--- src/rtl/track_pkg.sv ---
// shared constants and types for the supply tracking sequencer
package track_pkg;
  // register byte offsets
  localparam logic [7:0] ADDR_CTRL      = 8'h00;
  localparam logic [7:0] ADDR_TRACK_CFG = 8'h04;
  localparam logic [7:0] ADDR_TARGET    = 8'h08;
  localparam logic [7:0] ADDR_TON_DLY   = 8'h0c;
  localparam logic [7:0] ADDR_TOFF_DLY  = 8'h10;
  localparam logic [7:0] ADDR_RISE      = 8'h14;
  localparam logic [7:0] ADDR_FALL      = 8'h18;
  localparam logic [7:0] ADDR_STATUS    = 8'h1c;
  localparam logic [7:0] ADDR_GAIN      = 8'h20;
  // track_cfg fields
  localparam int CFG_EN_BIT    = 0;
  localparam int CFG_RATIO_BIT = 1;
  localparam int CFG_LIMIT_BIT = 2;
  localparam int CFG_FOLLOW_BIT = 3;
  // ctrl fields
  localparam int CTRL_AUTOCOMP_BIT = 0;
  // clock and timing
  localparam int CLK_MHZ        = 40;
  localparam int STRAP_TON_MS   = 5;
  localparam int STRAP_TOFF_MS  = 35;
  localparam int STRAP_RISE_MS  = 2;
  localparam int CYC_PER_MS     = CLK_MHZ * 1000;
  localparam int STRAP_TON_CYC  = STRAP_TON_MS * CYC_PER_MS;
  localparam int STRAP_TOFF_CYC = STRAP_TOFF_MS * CYC_PER_MS;
  localparam int STRAP_RISE_CYC = STRAP_RISE_MS * CYC_PER_MS;
  // reset values
  localparam logic [15:0] TARGET_RST = 16'h0000;
  localparam logic [3:0]  CFG_RST    = 4'h0;
  localparam int VW = 16;
  // state machine, gray from off through off-delay, not on track to off-delay or the return to off
  typedef enum logic [2:0] {
    ST_OFF    = 3'b000,
    ST_ON_DLY = 3'b001,
    ST_TRACK  = 3'b011,
    ST_GOOD   = 3'b010,
    ST_OFF_DLY = 3'b110
  } seq_state_t;
endpackage

--- src/rtl/pin_sync.sv ---
// three-stage pin synchroniser with agreement filter
`timescale 1ns/100ps
module pin_sync (
  input  wire logic clock_in,  // system clock
  input  wire logic rst_in,    // async reset
  input  wire logic ce_in,     // clock enable
  input  wire logic pin_in,    // raw pin
  output logic      level_out  // filtered level
);
  logic [2:0] s_q, s_d;
  logic       lvl_q, lvl_d;
  always_comb begin
    s_d = {s_q[1:0], pin_in};
    lvl_d = (s_q[1] == s_q[2]) ? s_q[2] : lvl_q;
  end
  always_ff @(posedge clock_in or posedge rst_in) begin
    if (rst_in) begin
      s_q <= 3'h0;
      lvl_q <= 1'b0;
    end else if (ce_in) begin
      s_q <= s_d;
      lvl_q <= lvl_d;
    end
  end
  assign level_out = lvl_q;
endmodule

--- src/rtl/strap_decode.sv ---
// strap code to tracking setting decoder with registered output
`timescale 1ns/100ps
module strap_decode (
  input  wire logic       clock_in,   // system clock
  input  wire logic       rst_in,     // async reset
  input  wire logic       ce_in,      // clock enable
  input  wire logic       load_in,    // capture strap now
  input  wire logic [2:0] code_in,    // strap index 0..7 (90.9k..178k)
  output logic            ratio_out,  // 1 = half ratio
  output logic            limit_out,  // 1 = limited by tracking input
  output logic            follow_out  // 1 = always follows input
);
  logic [2:0] dec_q, dec_d;
  always_comb begin
    dec_d = load_in ? code_in : dec_q; // bit2 ratio, bit1 limit, bit0 follow
  end
  always_ff @(posedge clock_in or posedge rst_in) begin
    if (rst_in) dec_q <= 3'h0;
    else if (ce_in) dec_q <= dec_d;
  end
  assign ratio_out  = dec_q[2];
  assign limit_out  = dec_q[1];
  assign follow_out = dec_q[0];
endmodule

--- src/rtl/supply_tracking_sequencer.sv ---
// tracking-mode turn-on/off sequencer with apb configuration
`timescale 1ns/100ps
module supply_tracking_sequencer
  import track_pkg::*;
#(
  parameter int TON_CYC  = STRAP_TON_CYC,
  parameter int TOFF_CYC = STRAP_TOFF_CYC,
  parameter int RISE_CYC = STRAP_RISE_CYC
) (
  input  wire logic          clock_in,          // 40 MHz controller clock
  input  wire logic          rst_in,            // async power-up reset
  input  wire logic          ce_in,             // clock enable
  input  wire logic          enable_pin_in,     // group enable pin
  input  wire logic [2:0]    strap_code_in,     // soft-start strap index
  input  wire logic          strap_valid_in,    // strap measurement ready
  input  wire logic [VW-1:0] follow_reference_input, // digitised tracking input
  input  wire logic [VW-1:0] vout_sense_in,     // digitised output voltage
  input  wire logic          psel,              // apb select
  input  wire logic          penable,           // apb enable
  input  wire logic          pwrite,            // apb direction
  input  wire logic [7:0]    paddr,             // apb address
  input  wire logic [31:0]   pwdata,            // apb write data
  output logic               pready,            // apb ready
  output logic [31:0]        prdata,            // apb read data
  output logic               pslverr,           // apb error
  output logic [VW-1:0]      vref_out,          // regulation reference
  output logic               drive_on_out,      // power stage enabled
  output logic               power_good_output, // output in regulation
  output logic [VW-1:0]      loop_gain_out      // ramp loop gain
);
  logic            en_sync;
  logic            s_ratio, s_limit, s_follow;
  logic            strap_done_q, strap_done_d;
  logic            strap_load;
  logic            bus_cfg_q, bus_cfg_d;
  logic [3:0]      cfg_q, cfg_d;
  logic            autocomp_q, autocomp_d;
  logic [VW-1:0]   target_q, target_d;
  logic [31:0]     ton_q, ton_d, toff_q, toff_d, rise_q, rise_d, fall_q, fall_d;
  seq_state_t      st_q, st_d;
  logic [31:0]     cnt_q, cnt_d;
  logic [VW-1:0]   vref_q, vref_d;
  logic            pg_q, pg_d;
  logic            drv_q, drv_d;
  logic [VW-1:0]   gain_q, gain_d;
  logic [31:0]     rdata_d;
  logic            wr_en;
  logic            trk_en, ratio, limit, follow;
  logic [VW-1:0]   scaled, lim_val, want;
  logic [31:0]     ton_eff, toff_eff;

  pin_sync u_en_sync (
    .clock_in  (clock_in),
    .rst_in    (rst_in),
    .ce_in     (ce_in),
    .pin_in    (enable_pin_in),
    .level_out (en_sync)
  );

  assign strap_load = strap_valid_in && !strap_done_q;
  strap_decode u_strap (
    .clock_in   (clock_in),
    .rst_in     (rst_in),
    .ce_in      (ce_in),
    .load_in    (strap_load),
    .code_in    (strap_code_in),
    .ratio_out  (s_ratio),
    .limit_out  (s_limit),
    .follow_out (s_follow)
  );

  // effective configuration: strap until a bus write to track_cfg, then the bus word
  always_comb begin
    if (bus_cfg_q) begin
      trk_en = cfg_q[CFG_EN_BIT];
      ratio  = cfg_q[CFG_RATIO_BIT];
      limit  = cfg_q[CFG_LIMIT_BIT];
      follow = cfg_q[CFG_FOLLOW_BIT];
      ton_eff  = ton_q;
      toff_eff = toff_q;
    end else begin
      trk_en = strap_done_q;
      ratio  = s_ratio;
      limit  = s_limit;
      follow = s_follow;
      ton_eff  = TON_CYC;
      toff_eff = TOFF_CYC;
    end
  end

  // reference selection per mode
  always_comb begin
    scaled  = ratio ? (follow_reference_input >> 1) : follow_reference_input;
    lim_val = ratio ? (target_q >> 1) : target_q;
    if (limit) begin
      want = (scaled < target_q) ? scaled : target_q;
      if (!ratio) want = follow_reference_input;
    end else begin
      want = (scaled < lim_val) ? scaled : lim_val;
    end
  end

  // apb slave, zero wait states
  assign wr_en   = psel && penable && pwrite;
  assign pready  = 1'b1;
  assign pslverr = 1'b0;

  always_comb begin
    cfg_d = cfg_q;
    bus_cfg_d = bus_cfg_q;
    autocomp_d = autocomp_q;
    target_d = target_q;
    ton_d = ton_q;
    toff_d = toff_q;
    rise_d = rise_q;
    fall_d = fall_q;
    strap_done_d = strap_done_q | strap_valid_in;
    if (wr_en) begin
      if (paddr == ADDR_CTRL) begin
        autocomp_d = pwdata[CTRL_AUTOCOMP_BIT];
      end else if (paddr == ADDR_TRACK_CFG) begin
        cfg_d = pwdata[3:0];
        bus_cfg_d = 1'b1;
      end else if (paddr == ADDR_TARGET) begin
        target_d = pwdata[VW-1:0];
      end else if (paddr == ADDR_TON_DLY) begin
        ton_d = pwdata;
      end else if (paddr == ADDR_TOFF_DLY) begin
        toff_d = pwdata;
      end else if (paddr == ADDR_RISE) begin
        rise_d = pwdata;
      end else if (paddr == ADDR_FALL) begin
        fall_d = pwdata;
      end
    end
  end

  always_comb begin
    rdata_d = 32'h0;
    if (paddr == ADDR_CTRL) begin
      rdata_d = {31'h0, autocomp_q};
    end else if (paddr == ADDR_TRACK_CFG) begin
      rdata_d = {28'h0, follow, limit, ratio, trk_en};
    end else if (paddr == ADDR_TARGET) begin
      rdata_d = {16'h0, target_q};
    end else if (paddr == ADDR_TON_DLY) begin
      rdata_d = ton_eff;
    end else if (paddr == ADDR_TOFF_DLY) begin
      rdata_d = toff_eff;
    end else if (paddr == ADDR_RISE) begin
      rdata_d = rise_q;
    end else if (paddr == ADDR_FALL) begin
      rdata_d = fall_q;
    end else if (paddr == ADDR_STATUS) begin
      rdata_d = {24'h0, bus_cfg_q, strap_done_q, 1'b0, pg_q, drv_q, st_q};
    end else if (paddr == ADDR_GAIN) begin
      rdata_d = {16'h0, gain_q};
    end
  end
  assign prdata = rdata_d;

  // sequencer
  always_comb begin
    st_d = st_q;
    cnt_d = cnt_q;
    vref_d = vref_q;
    pg_d = pg_q;
    drv_d = drv_q;
    gain_d = gain_q;
    if (autocomp_q) begin
      gain_d = (st_q == ST_OFF_DLY) ? fall_q[VW-1:0] : rise_q[VW-1:0];
    end
    case (st_q)
      ST_OFF: begin
        vref_d = '0;
        pg_d = 1'b0;
        drv_d = 1'b0;
        cnt_d = 32'h0;
        if (en_sync && strap_done_q) st_d = ST_ON_DLY;
      end
      ST_ON_DLY: begin
        cnt_d = cnt_q + 32'h1;
        if (!en_sync) begin
          st_d = ST_OFF;
        end else if ((trk_en && bus_cfg_q) || cnt_q + 32'h1 >= ton_eff) begin
          st_d = ST_TRACK;
          drv_d = 1'b1;
          cnt_d = 32'h0;
        end
      end
      ST_TRACK: begin
        // no decrease before power good unless always-follow
        if (follow || want > vref_q) vref_d = want;
        if (!trk_en) vref_d = target_q;
        cnt_d = cnt_q + 32'h1; // ramp runs at least the nominal time unless bus-configured
        if (!en_sync) begin
          st_d = ST_OFF_DLY;
          cnt_d = 32'h0;
        end else if (vref_q == lim_val || (limit && vref_q == want)) begin
          if (cnt_q >= RISE_CYC || bus_cfg_q) begin
            st_d = ST_GOOD;
            pg_d = 1'b1;
          end
        end
      end
      ST_GOOD: begin
        vref_d = want;
        if (!trk_en) vref_d = target_q;
        if (!en_sync) begin
          st_d = ST_OFF_DLY;
          cnt_d = 32'h0;
          pg_d = 1'b0;
        end
      end
      ST_OFF_DLY: begin
        vref_d = trk_en ? want : '0;
        pg_d = 1'b0;
        cnt_d = cnt_q + 32'h1;
        if (cnt_q + 32'h1 >= toff_eff || !trk_en) begin
          st_d = ST_OFF;
          drv_d = 1'b0;
          vref_d = '0;
        end
      end
      default: st_d = ST_OFF;
    endcase
  end

  always_ff @(posedge clock_in or posedge rst_in) begin
    if (rst_in) begin
      cfg_q <= CFG_RST;
      bus_cfg_q <= 1'b0;
      autocomp_q <= 1'b0;
      target_q <= TARGET_RST;
      ton_q <= 32'h0;
      toff_q <= 32'h0;
      rise_q <= 32'h0;
      fall_q <= 32'h0;
      strap_done_q <= 1'b0;
      st_q <= ST_OFF;
      cnt_q <= 32'h0;
      vref_q <= '0;
      pg_q <= 1'b0;
      drv_q <= 1'b0;
      gain_q <= '0;
    end else if (ce_in) begin
      cfg_q <= cfg_d;
      bus_cfg_q <= bus_cfg_d;
      autocomp_q <= autocomp_d;
      target_q <= target_d;
      ton_q <= ton_d;
      toff_q <= toff_d;
      rise_q <= rise_d;
      fall_q <= fall_d;
      strap_done_q <= strap_done_d;
      st_q <= st_d;
      cnt_q <= cnt_d;
      vref_q <= vref_d;
      pg_q <= pg_d;
      drv_q <= drv_d;
      gain_q <= gain_d;
    end
  end

  assign vref_out = vref_q;
  assign drive_on_out = drv_q;
  assign power_good_output = pg_q;
  assign loop_gain_out = gain_q;
endmodule

--- config.mk ---
export PLATFORM = sky130hd
export DESIGN_NAME = supply_tracking_sequencer
export DESIGN_NICKNAME = d
export VERILOG_FILES = /design/src/rtl/track_pkg.sv /design/src/rtl/pin_sync.sv /design/src/rtl/strap_decode.sv /design/src/rtl/supply_tracking_sequencer.sv
export SDC_FILE = /design/constraint.sdc
export NUM_CORES = 1
export LEC_CHECK = 0
export BUFFER_PORTS_ARGS = -buffer_cell sky130_fd_sc_hd__buf_2
export CAP_MARGIN = 20
export CORE_ASPECT_RATIO = 0.7
export CORE_MARGIN = 2
export CORE_UTILIZATION = 50
export CTS_CLUSTER_SIZE = 20
export DETAILED_ROUTE_END_ITERATION = 6
export PLACE_DENSITY = 0.69
export SLEW_MARGIN = 25
export SYNTH_ARGS = -nofsm -noshare
export SYNTH_HDL_FRONTEND = slang
export SYNTH_HIERARCHICAL = 1
export SYNTH_SLANG_ARGS = --single-unit
--- constraint.sdc ---
create_clock -name clock_in -period 20 [get_ports clock_in]
set_input_delay 5 -clock clock_in [delete_from_list [all_inputs] [get_ports clock_in]]
set_output_delay 5 -clock clock_in [all_outputs]
set_load 0.02 [all_outputs]
# Yosys cells after proc, flatten, opt, wreduce, memory -nomap -nowiden
# Cells that the tools add are included.
[word_totals]
ff_bits = 227
out_inout_bits = 68
[classes]
addsub = 1
magnitude_cmp = 6
n_eq_ne = 27
mux = 51
n_bitwise = 7
n_reduce_logical = 35
[ops]
columns = ["operator", "n"]
rows = [
  ["$mux W32", 13],
  ["$mux W16", 14],
  ["$pmux W32 S5", 1],
  ["$ge A32 B32 Y1", 2],
  ["$pmux W16 S4", 1],
  ["$add A32 B1 Y32 const B", 1],
  ["$eq A16 B16 Y1", 2],
  ["$eq A8 B5 Y1 const B", 4],
  ["$ge A32 B17 Y1 const B", 1],
  ["$lt A16 B16 Y1", 2],
  ["$mux W3", 8],
  ["$eq A8 B4 Y1 const B", 2],
  ["$gt A16 B16 Y1", 1],
  ["$pmux W3 S5", 1],
  ["$reduce_and A7 Y1", 2],
  ["$ne A3 B3 Y1 const B", 4],
  ["$reduce_and A6 Y1", 2],
  ["$mux W1", 11],
  ["$ne A2 B2 Y1 const B", 5],
  ["$reduce_and A5 Y1", 2],
  ["$reduce_and A3 Y1", 3],
  ["$reduce_and A9 Y1", 1],
  ["$eq A8 B3 Y1 const B", 1],
  ["$eq A8 B6 Y1 const B", 1],
  ["other kinds (20)", 42],
]

# Longest topological paths before layout
[depth]
word_depth = 12
ltp_mapped = 26

# Hierarchy
# The synthesis kept the hierarchy.
[by_module_without_submodules]
columns = ["mod", "instances", "cells_per_inst", "area_each_um2", "seq_area_each_um2"]
rows = [
  ["supply_tracking_sequencer", 1, 1577, 14915.6, 5505.3],
  ["pin_sync", 1, 13, 158.9, 100.1],
  ["strap_decode", 1, 8, 130.1, 75.1],
]

# Worst setup path before layout
# OpenSTA, ideal clock, no wires.
[synth_path]
kind = "in2out"
startpoint = "in paddr[7]"
endpoint = "out prdata[16]"
t_arrival_ns = 6.984
path_slack_ns = 8.016
cell_stages = 7
n_path_buf = 3
path_cell_list = "nor4b_1 > and4b_1 > clkbuf_1 > clkbuf_1 > buf_1 > a221oi_1 > o22ai_1"
[synth_between]
elab_chain_cells = 8
[synth_lines]
columns = ["element", "line_no", "rtl"]
rows = [
  ["start: declaration", "supply_tracking_sequencer.sv:21", "input wire logic [7:0] paddr,"],
  ["$eq A8 B5 Y1", "supply_tracking_sequencer.sv:152", "end else if (paddr == ADDR_FALL) begin"],
  ["$mux W32", "supply_tracking_sequencer.sv:152", ""],
  ["$mux W32", "supply_tracking_sequencer.sv:150", "end else if (paddr == ADDR_RISE) begin"],
  ["$mux W32", "supply_tracking_sequencer.sv:148", "end else if (paddr == ADDR_TOFF_DLY) begin"],
  ["$mux W32", "supply_tracking_sequencer.sv:146", "end else if (paddr == ADDR_TON_DLY) begin"],
  ["$mux W32", "supply_tracking_sequencer.sv:144", "end else if (paddr == ADDR_TARGET) begin"],
  ["$mux W32", "supply_tracking_sequencer.sv:142", "end else if (paddr == ADDR_TRACK_CFG) begin"],
  ["$mux W32 *", "supply_tracking_sequencer.sv:140", "if (paddr == ADDR_CTRL) begin"],
  ["end: declaration", "supply_tracking_sequencer.sv:24", "output logic [31:0] prdata,"],
]
# Every way passes the cells marked *; elsewhere a longest branch is shown, timed or not.

# Final worst setup path
[layout_path]
startpoint = "in paddr[7]"
endpoint = "out prdata[30]"
# Same word-level chain as after synthesis.

==> run summary <==
Counting cells, the worst reg-to-reg path comes to 20. The worst setup path is captured at a primary output. The reg-to-reg setup timing slack came out at 12.07 ns. Of the available clock period, the critical path in the final layout requires 0.6794. The number of DRC violations after detailed-routing iteration 0 is 1613. The number of warnings reported in the yosys synthesis log came out at 6. The sequential share of the synthesized area came out at 0.3736.

The first-pass detailed-route iteration total is 6. Setup repair after global routing left no endpoint under its margin. The post-route antenna net violation count is 0.

The number of antenna violations at the first check in global routing came out at 4. The total chip power is 0.001342 W. The worst path arrival time came out at 8.59 ns. The maximum number of pins on one net before global-route repair came out at 98. The insertion delay of the later-clocked pin in the worst-skew pair came out at 0.55 ns.

The worst-path maximum fanout came out at 18. Dividing total power by cell area gives a power density of 78.49 nW/um2. The number of endpoints with negative hold slack in the final report is 0. For this run, the leading register cell type out of synthesis is sky130_fd_sc_hd__dfrtp_1.

The first-pass GRT wire length came out at 72840 um. The internal cell power is 0.0009071 W. The most critical setup path has its startpoint at paddr[7]. After clock tree synthesis, the clock-pin slew on the worst setup and hold paths is 0.06 ns. The number of vias per cell after detailed routing is 6.190. The deepest level of the CTS H-tree came out at 1. The total number of placement rows is 53. The starting density of the core came out at 0.5073. The synthesized cell area came out at 15200 um2. The run finished with clean final reports. The proportion of total power due to net switching came out at 0.3239.

The worst register-to-register path ends at vref_out[5]. The worst hold path belongs to the class reg -> reg. The filler cells instantiated in the layout total 2683.

The worst setup path is launched from a primary input. Buffers inserted to repair hold after CTS numbered 0. The net switching power is 0.0004346 W. The via count of the first global-routing pass came out at 12661. After global routing the overflow that remains totals 0. The mean cell area of the mapped netlist came out at 9.515 um2. The number of slew-limit violations in the final report was 0.

The tree built by TritonCTS fans out to 227 sinks. Across the routed clock network, the largest skew measured is 0.01869 ns. The maximum frequency from static timing analysis came out at 73.60 MHz. The count of mapped cells out of synthesis came out at 1598. Counting every net in the synthesized netlist gives 1793. The number of buffers inserted during clock tree synthesis came out at 24.

The portion of total power attributed to the clock network is 0.368. The clock passes through at most 3 buffers. The height of the die came out at 149.9 um. The number of register bits inferred by synthesis is 227.

At the worst endpoint, the required time is 15.00 ns. After layout, the minimum clock period comes to 13.59 ns. The area added between synthesis and finish came out at 12.43%. The final weighted congestion of routability-driven global placement came out at 0.9163. For the final routed database, the setup TNS stands at 0 ns. Once layout is complete, the cells apart from fillers number 2123. The worst hold-check slack came out at 0.5066 ns. The number of enable flip-flop cells after synthesis is 0. The DRC violation count after routing is 0. Of the total power, combinational logic draws 0.245. Of the total power, registers draw 0.387.

For this run, the total global-route usage over all layers was measured as 0.2949. The core area is 29970 um2. The most critical setup path has its endpoint at prdata[30]. The width of the die came out at 212.4 um. The wire length per cell came out at 22.02 um. The share of synthesized flip-flops with an asynchronous set or reset came out at 1.000.

The critical setup path kind is in -> out. Summing over every cut layer, the via total after detailed routing is 13142. The final count of negative-setup-slack endpoints is 0. The tree is rooted in a sky130_fd_sc_hd__clkbuf_16. The number of placed instances, taps included, is 2075. In this run the post-CTS setup repair buffer count came out at 0. In this run the critical register-to-register path is launched from bus_cfg_q.

For this run, the post-layout net count is 1886. For the pin with the worst max-slew slack, the measured transition is 1.028 ns. After detailed routing, the total wire length is 46740 um. The count of port buffers added during placement came out at 132. The wire-length estimate of the detail-placed layout is 33510 um. Across the VDD grid, the largest voltage drop is 0.05526 mV. The max-capacitance violation count is 0. TritonCTS built the clock tree. The area of the die came out at 31840 um2. The share of post-route cells with drive strength above 1 is 0.2209. The I/O pin count came out at 151. The post-cts resize count is 0. Measured against its own limit, the worst slew margin works out to 0.3102. For this design the static power due to leakage is 8.646 nW. The number of distinct library cell variants in the gate-level netlist after synthesis came out at 74.
routing by layer:
| metal | routed length (um) | part of all wire | up-vias | track usage |
|---|---|---|---|---|
| li1 | - | - | 6050 | - |
| met5 | 0 | 0 | - | 0 |
| met4 | 964 | 0.021 | 0 | 0.08287 |
| met3 | 4442 | 0.095 | 61 | 0.06967 |
| met2 | 19230 | 0.41 | 573 | 0.4109 |
| met1 | 22100 | 0.47 | 6458 | 0.4506 |
power by group through the flow:
stage | Combinational (W) | Clock [W] | Sequential (W)
after floorplan | 0.000210 | 0 | 0.000528
after global placement | 0.000312 | 0 | 0.000525
after detailed placement | 0.000318 | 0 | 0.000527
after CTS | 0.000321 | 0.000500 | 0.000519
after global routing | 0.000361 | 0.000520 | 0.000523
final | 0.000329 | 0.000493 | 0.000520
registers in the layout, indices dropped and copies added, names as in the netlist:
| signal | count |
|---|---|
| autocomp_q | 1 |
| st_q | 3 |
| rise_q | 32 |
| ton_q | 32 |
| power_good_output | 1 |
| u_strap/dec_q | 3 |
| fall_q | 32 |
| u_en_sync/s_q | 3 |
| target_q | 16 |
| loop_gain_out | 16 |
| strap_done_q | 1 |
| cfg_q | 4 |
| vref_out | 16 |
| cnt_q | 32 |
| u_en_sync/level_out | 1 |
| drive_on_out | 1 |
| bus_cfg_q | 1 |
| toff_q | 32 |
worst min-delay path by stage:
stage                           startpoint                to  depth (start not counted)
after floorplan           u_en_sync/s_q[0]  u_en_sync/s_q[0]                          1
after detailed placement        rise_q[23]        rise_q[23]                          1
final                           fall_q[18]        fall_q[18]                          1
after CTS                       rise_q[23]        rise_q[23]                          1
after global routing            fall_q[18]        fall_q[18]                          1
after global placement          fall_q[20]        fall_q[20]                          1
cells by family (layout without fill, tap and decap cells):
family,Yosys count,in the layout,synth area share
AND/OR/NAND/NOR,500,500,0.1558
AO/OA/AOI/OAI,353,353,0.1654
flip-flops,227,227,0.3736
multiplexers,201,201,0.1468
buffers and inverters,161,270,0.04156
adder cells (fa/ha/maj),112,112,0.09217
XOR/XNOR,42,42,0.02419
other,2,6,0.0004939
layout by cell type, fill, tap and decap left out, types with 30 or more instances in the layout:
cell / count
sky130_fd_sc_hd__nand4_1: 30
sky130_fd_sc_hd__mux2_2: 157
sky130_fd_sc_hd__nand3_1: 37
sky130_fd_sc_hd__nor2_1: 102
sky130_fd_sc_hd__o21ai_0: 61
sky130_fd_sc_hd__nand2_1: 203
sky130_fd_sc_hd__inv_1: 69
sky130_fd_sc_hd__mux2i_1: 39
sky130_fd_sc_hd__ha_1: 112
sky130_fd_sc_hd__buf_2: 132
sky130_fd_sc_hd__dfrtp_1: 226
sky130_fd_sc_hd__a21oi_1: 81
per-stage QoR:
stage,setup slack (ns),utilization,area [um2]
final,6.412,0.5703,17090
after global routing,6.289,0.5703,17090
after CTS,6.593,0.5692,17060
after detailed placement,6.620,0.5404,16200
after global placement,6.727,0.5404,16200
after floorplan,8.016,-,15200
critical path: stages:
cell	delay, ns
sky130_fd_sc_hd__buf_2	0.11
sky130_fd_sc_hd__nor4b_1	0.86
sky130_fd_sc_hd__nand3_1	0.65
sky130_fd_sc_hd__nor2_2	0.79
sky130_fd_sc_hd__buf_4	0.40
sky130_fd_sc_hd__a221oi_1	0.14
sky130_fd_sc_hd__a221oi_1	0.37
sky130_fd_sc_hd__buf_2	0.26
final cells by class:
cell class              instances  area (um2)  area share
diodes                          4       10.01   0.0005856
clock buffers                  32       670.6     0.03923
clock inverters                10       192.7     0.01127
inverters                      71       274.0     0.01603
multi-input cells            1210        8894      0.5203
flip-flops and latches        227        5682      0.3324
well taps                     412       515.5     0.03016
repair buffers                157       855.8     0.05007
Yosys cell counts (4+ instances only):
library cell | instances | area (um2)
sky130_fd_sc_hd__a221oi_1 | 12 | 105.1
sky130_fd_sc_hd__o31ai_1 | 6 | 45.04
sky130_fd_sc_hd__nand2_1 | 203 | 762.0
sky130_fd_sc_hd__o211ai_1 | 8 | 60.06
sky130_fd_sc_hd__mux2_2 | 157 | 1768
sky130_fd_sc_hd__nor3_1 | 13 | 65.06
sky130_fd_sc_hd__clkbuf_1 | 67 | 251.5
sky130_fd_sc_hd__o22ai_1 | 7 | 43.79
sky130_fd_sc_hd__o221ai_1 | 6 | 52.55
sky130_fd_sc_hd__a21oi_1 | 81 | 405.4
sky130_fd_sc_hd__o2bb2ai_1 | 11 | 96.34
sky130_fd_sc_hd__and3_1 | 20 | 125.1
sky130_fd_sc_hd__a221o_1 | 16 | 160.2
sky130_fd_sc_hd__mux2_4 | 4 | 60.06
sky130_fd_sc_hd__and2_1 | 14 | 87.58
sky130_fd_sc_hd__a21o_1 | 29 | 217.7
sky130_fd_sc_hd__nor2b_1 | 22 | 137.6
sky130_fd_sc_hd__xor2_1 | 13 | 113.9
sky130_fd_sc_hd__o2111ai_1 | 6 | 52.55
sky130_fd_sc_hd__nor2_1 | 102 | 382.9
sky130_fd_sc_hd__a32o_1 | 8 | 80.08
sky130_fd_sc_hd__nand2b_1 | 19 | 118.9
sky130_fd_sc_hd__o21a_1 | 4 | 30.03
sky130_fd_sc_hd__a211oi_1 | 6 | 45.04
sky130_fd_sc_hd__a22o_1 | 14 | 122.6
sky130_fd_sc_hd__o21ai_0 | 61 | 305.3
sky130_fd_sc_hd__nor4_1 | 11 | 68.82
sky130_fd_sc_hd__mux2i_1 | 39 | 390.4
sky130_fd_sc_hd__ha_1 | 112 | 1401
sky130_fd_sc_hd__o221a_2 | 5 | 56.30
sky130_fd_sc_hd__a22oi_1 | 4 | 30.03
sky130_fd_sc_hd__o32ai_1 | 6 | 52.55
sky130_fd_sc_hd__nand3_1 | 37 | 185.2
sky130_fd_sc_hd__and4_1 | 11 | 96.34
sky130_fd_sc_hd__xnor2_1 | 29 | 254.0
sky130_fd_sc_hd__a222oi_1 | 15 | 150.1
sky130_fd_sc_hd__dfrtp_1 | 227 | 5680
sky130_fd_sc_hd__buf_1 | 15 | 56.30
sky130_fd_sc_hd__a211o_1 | 4 | 35.03
sky130_fd_sc_hd__a31oi_1 | 22 | 137.6
sky130_fd_sc_hd__buf_2 | 4 | 20.02
sky130_fd_sc_hd__nand4_1 | 30 | 187.7
sky130_fd_sc_hd__inv_1 | 70 | 262.8
No activity file was read; power rests on OpenSTA's default activity.
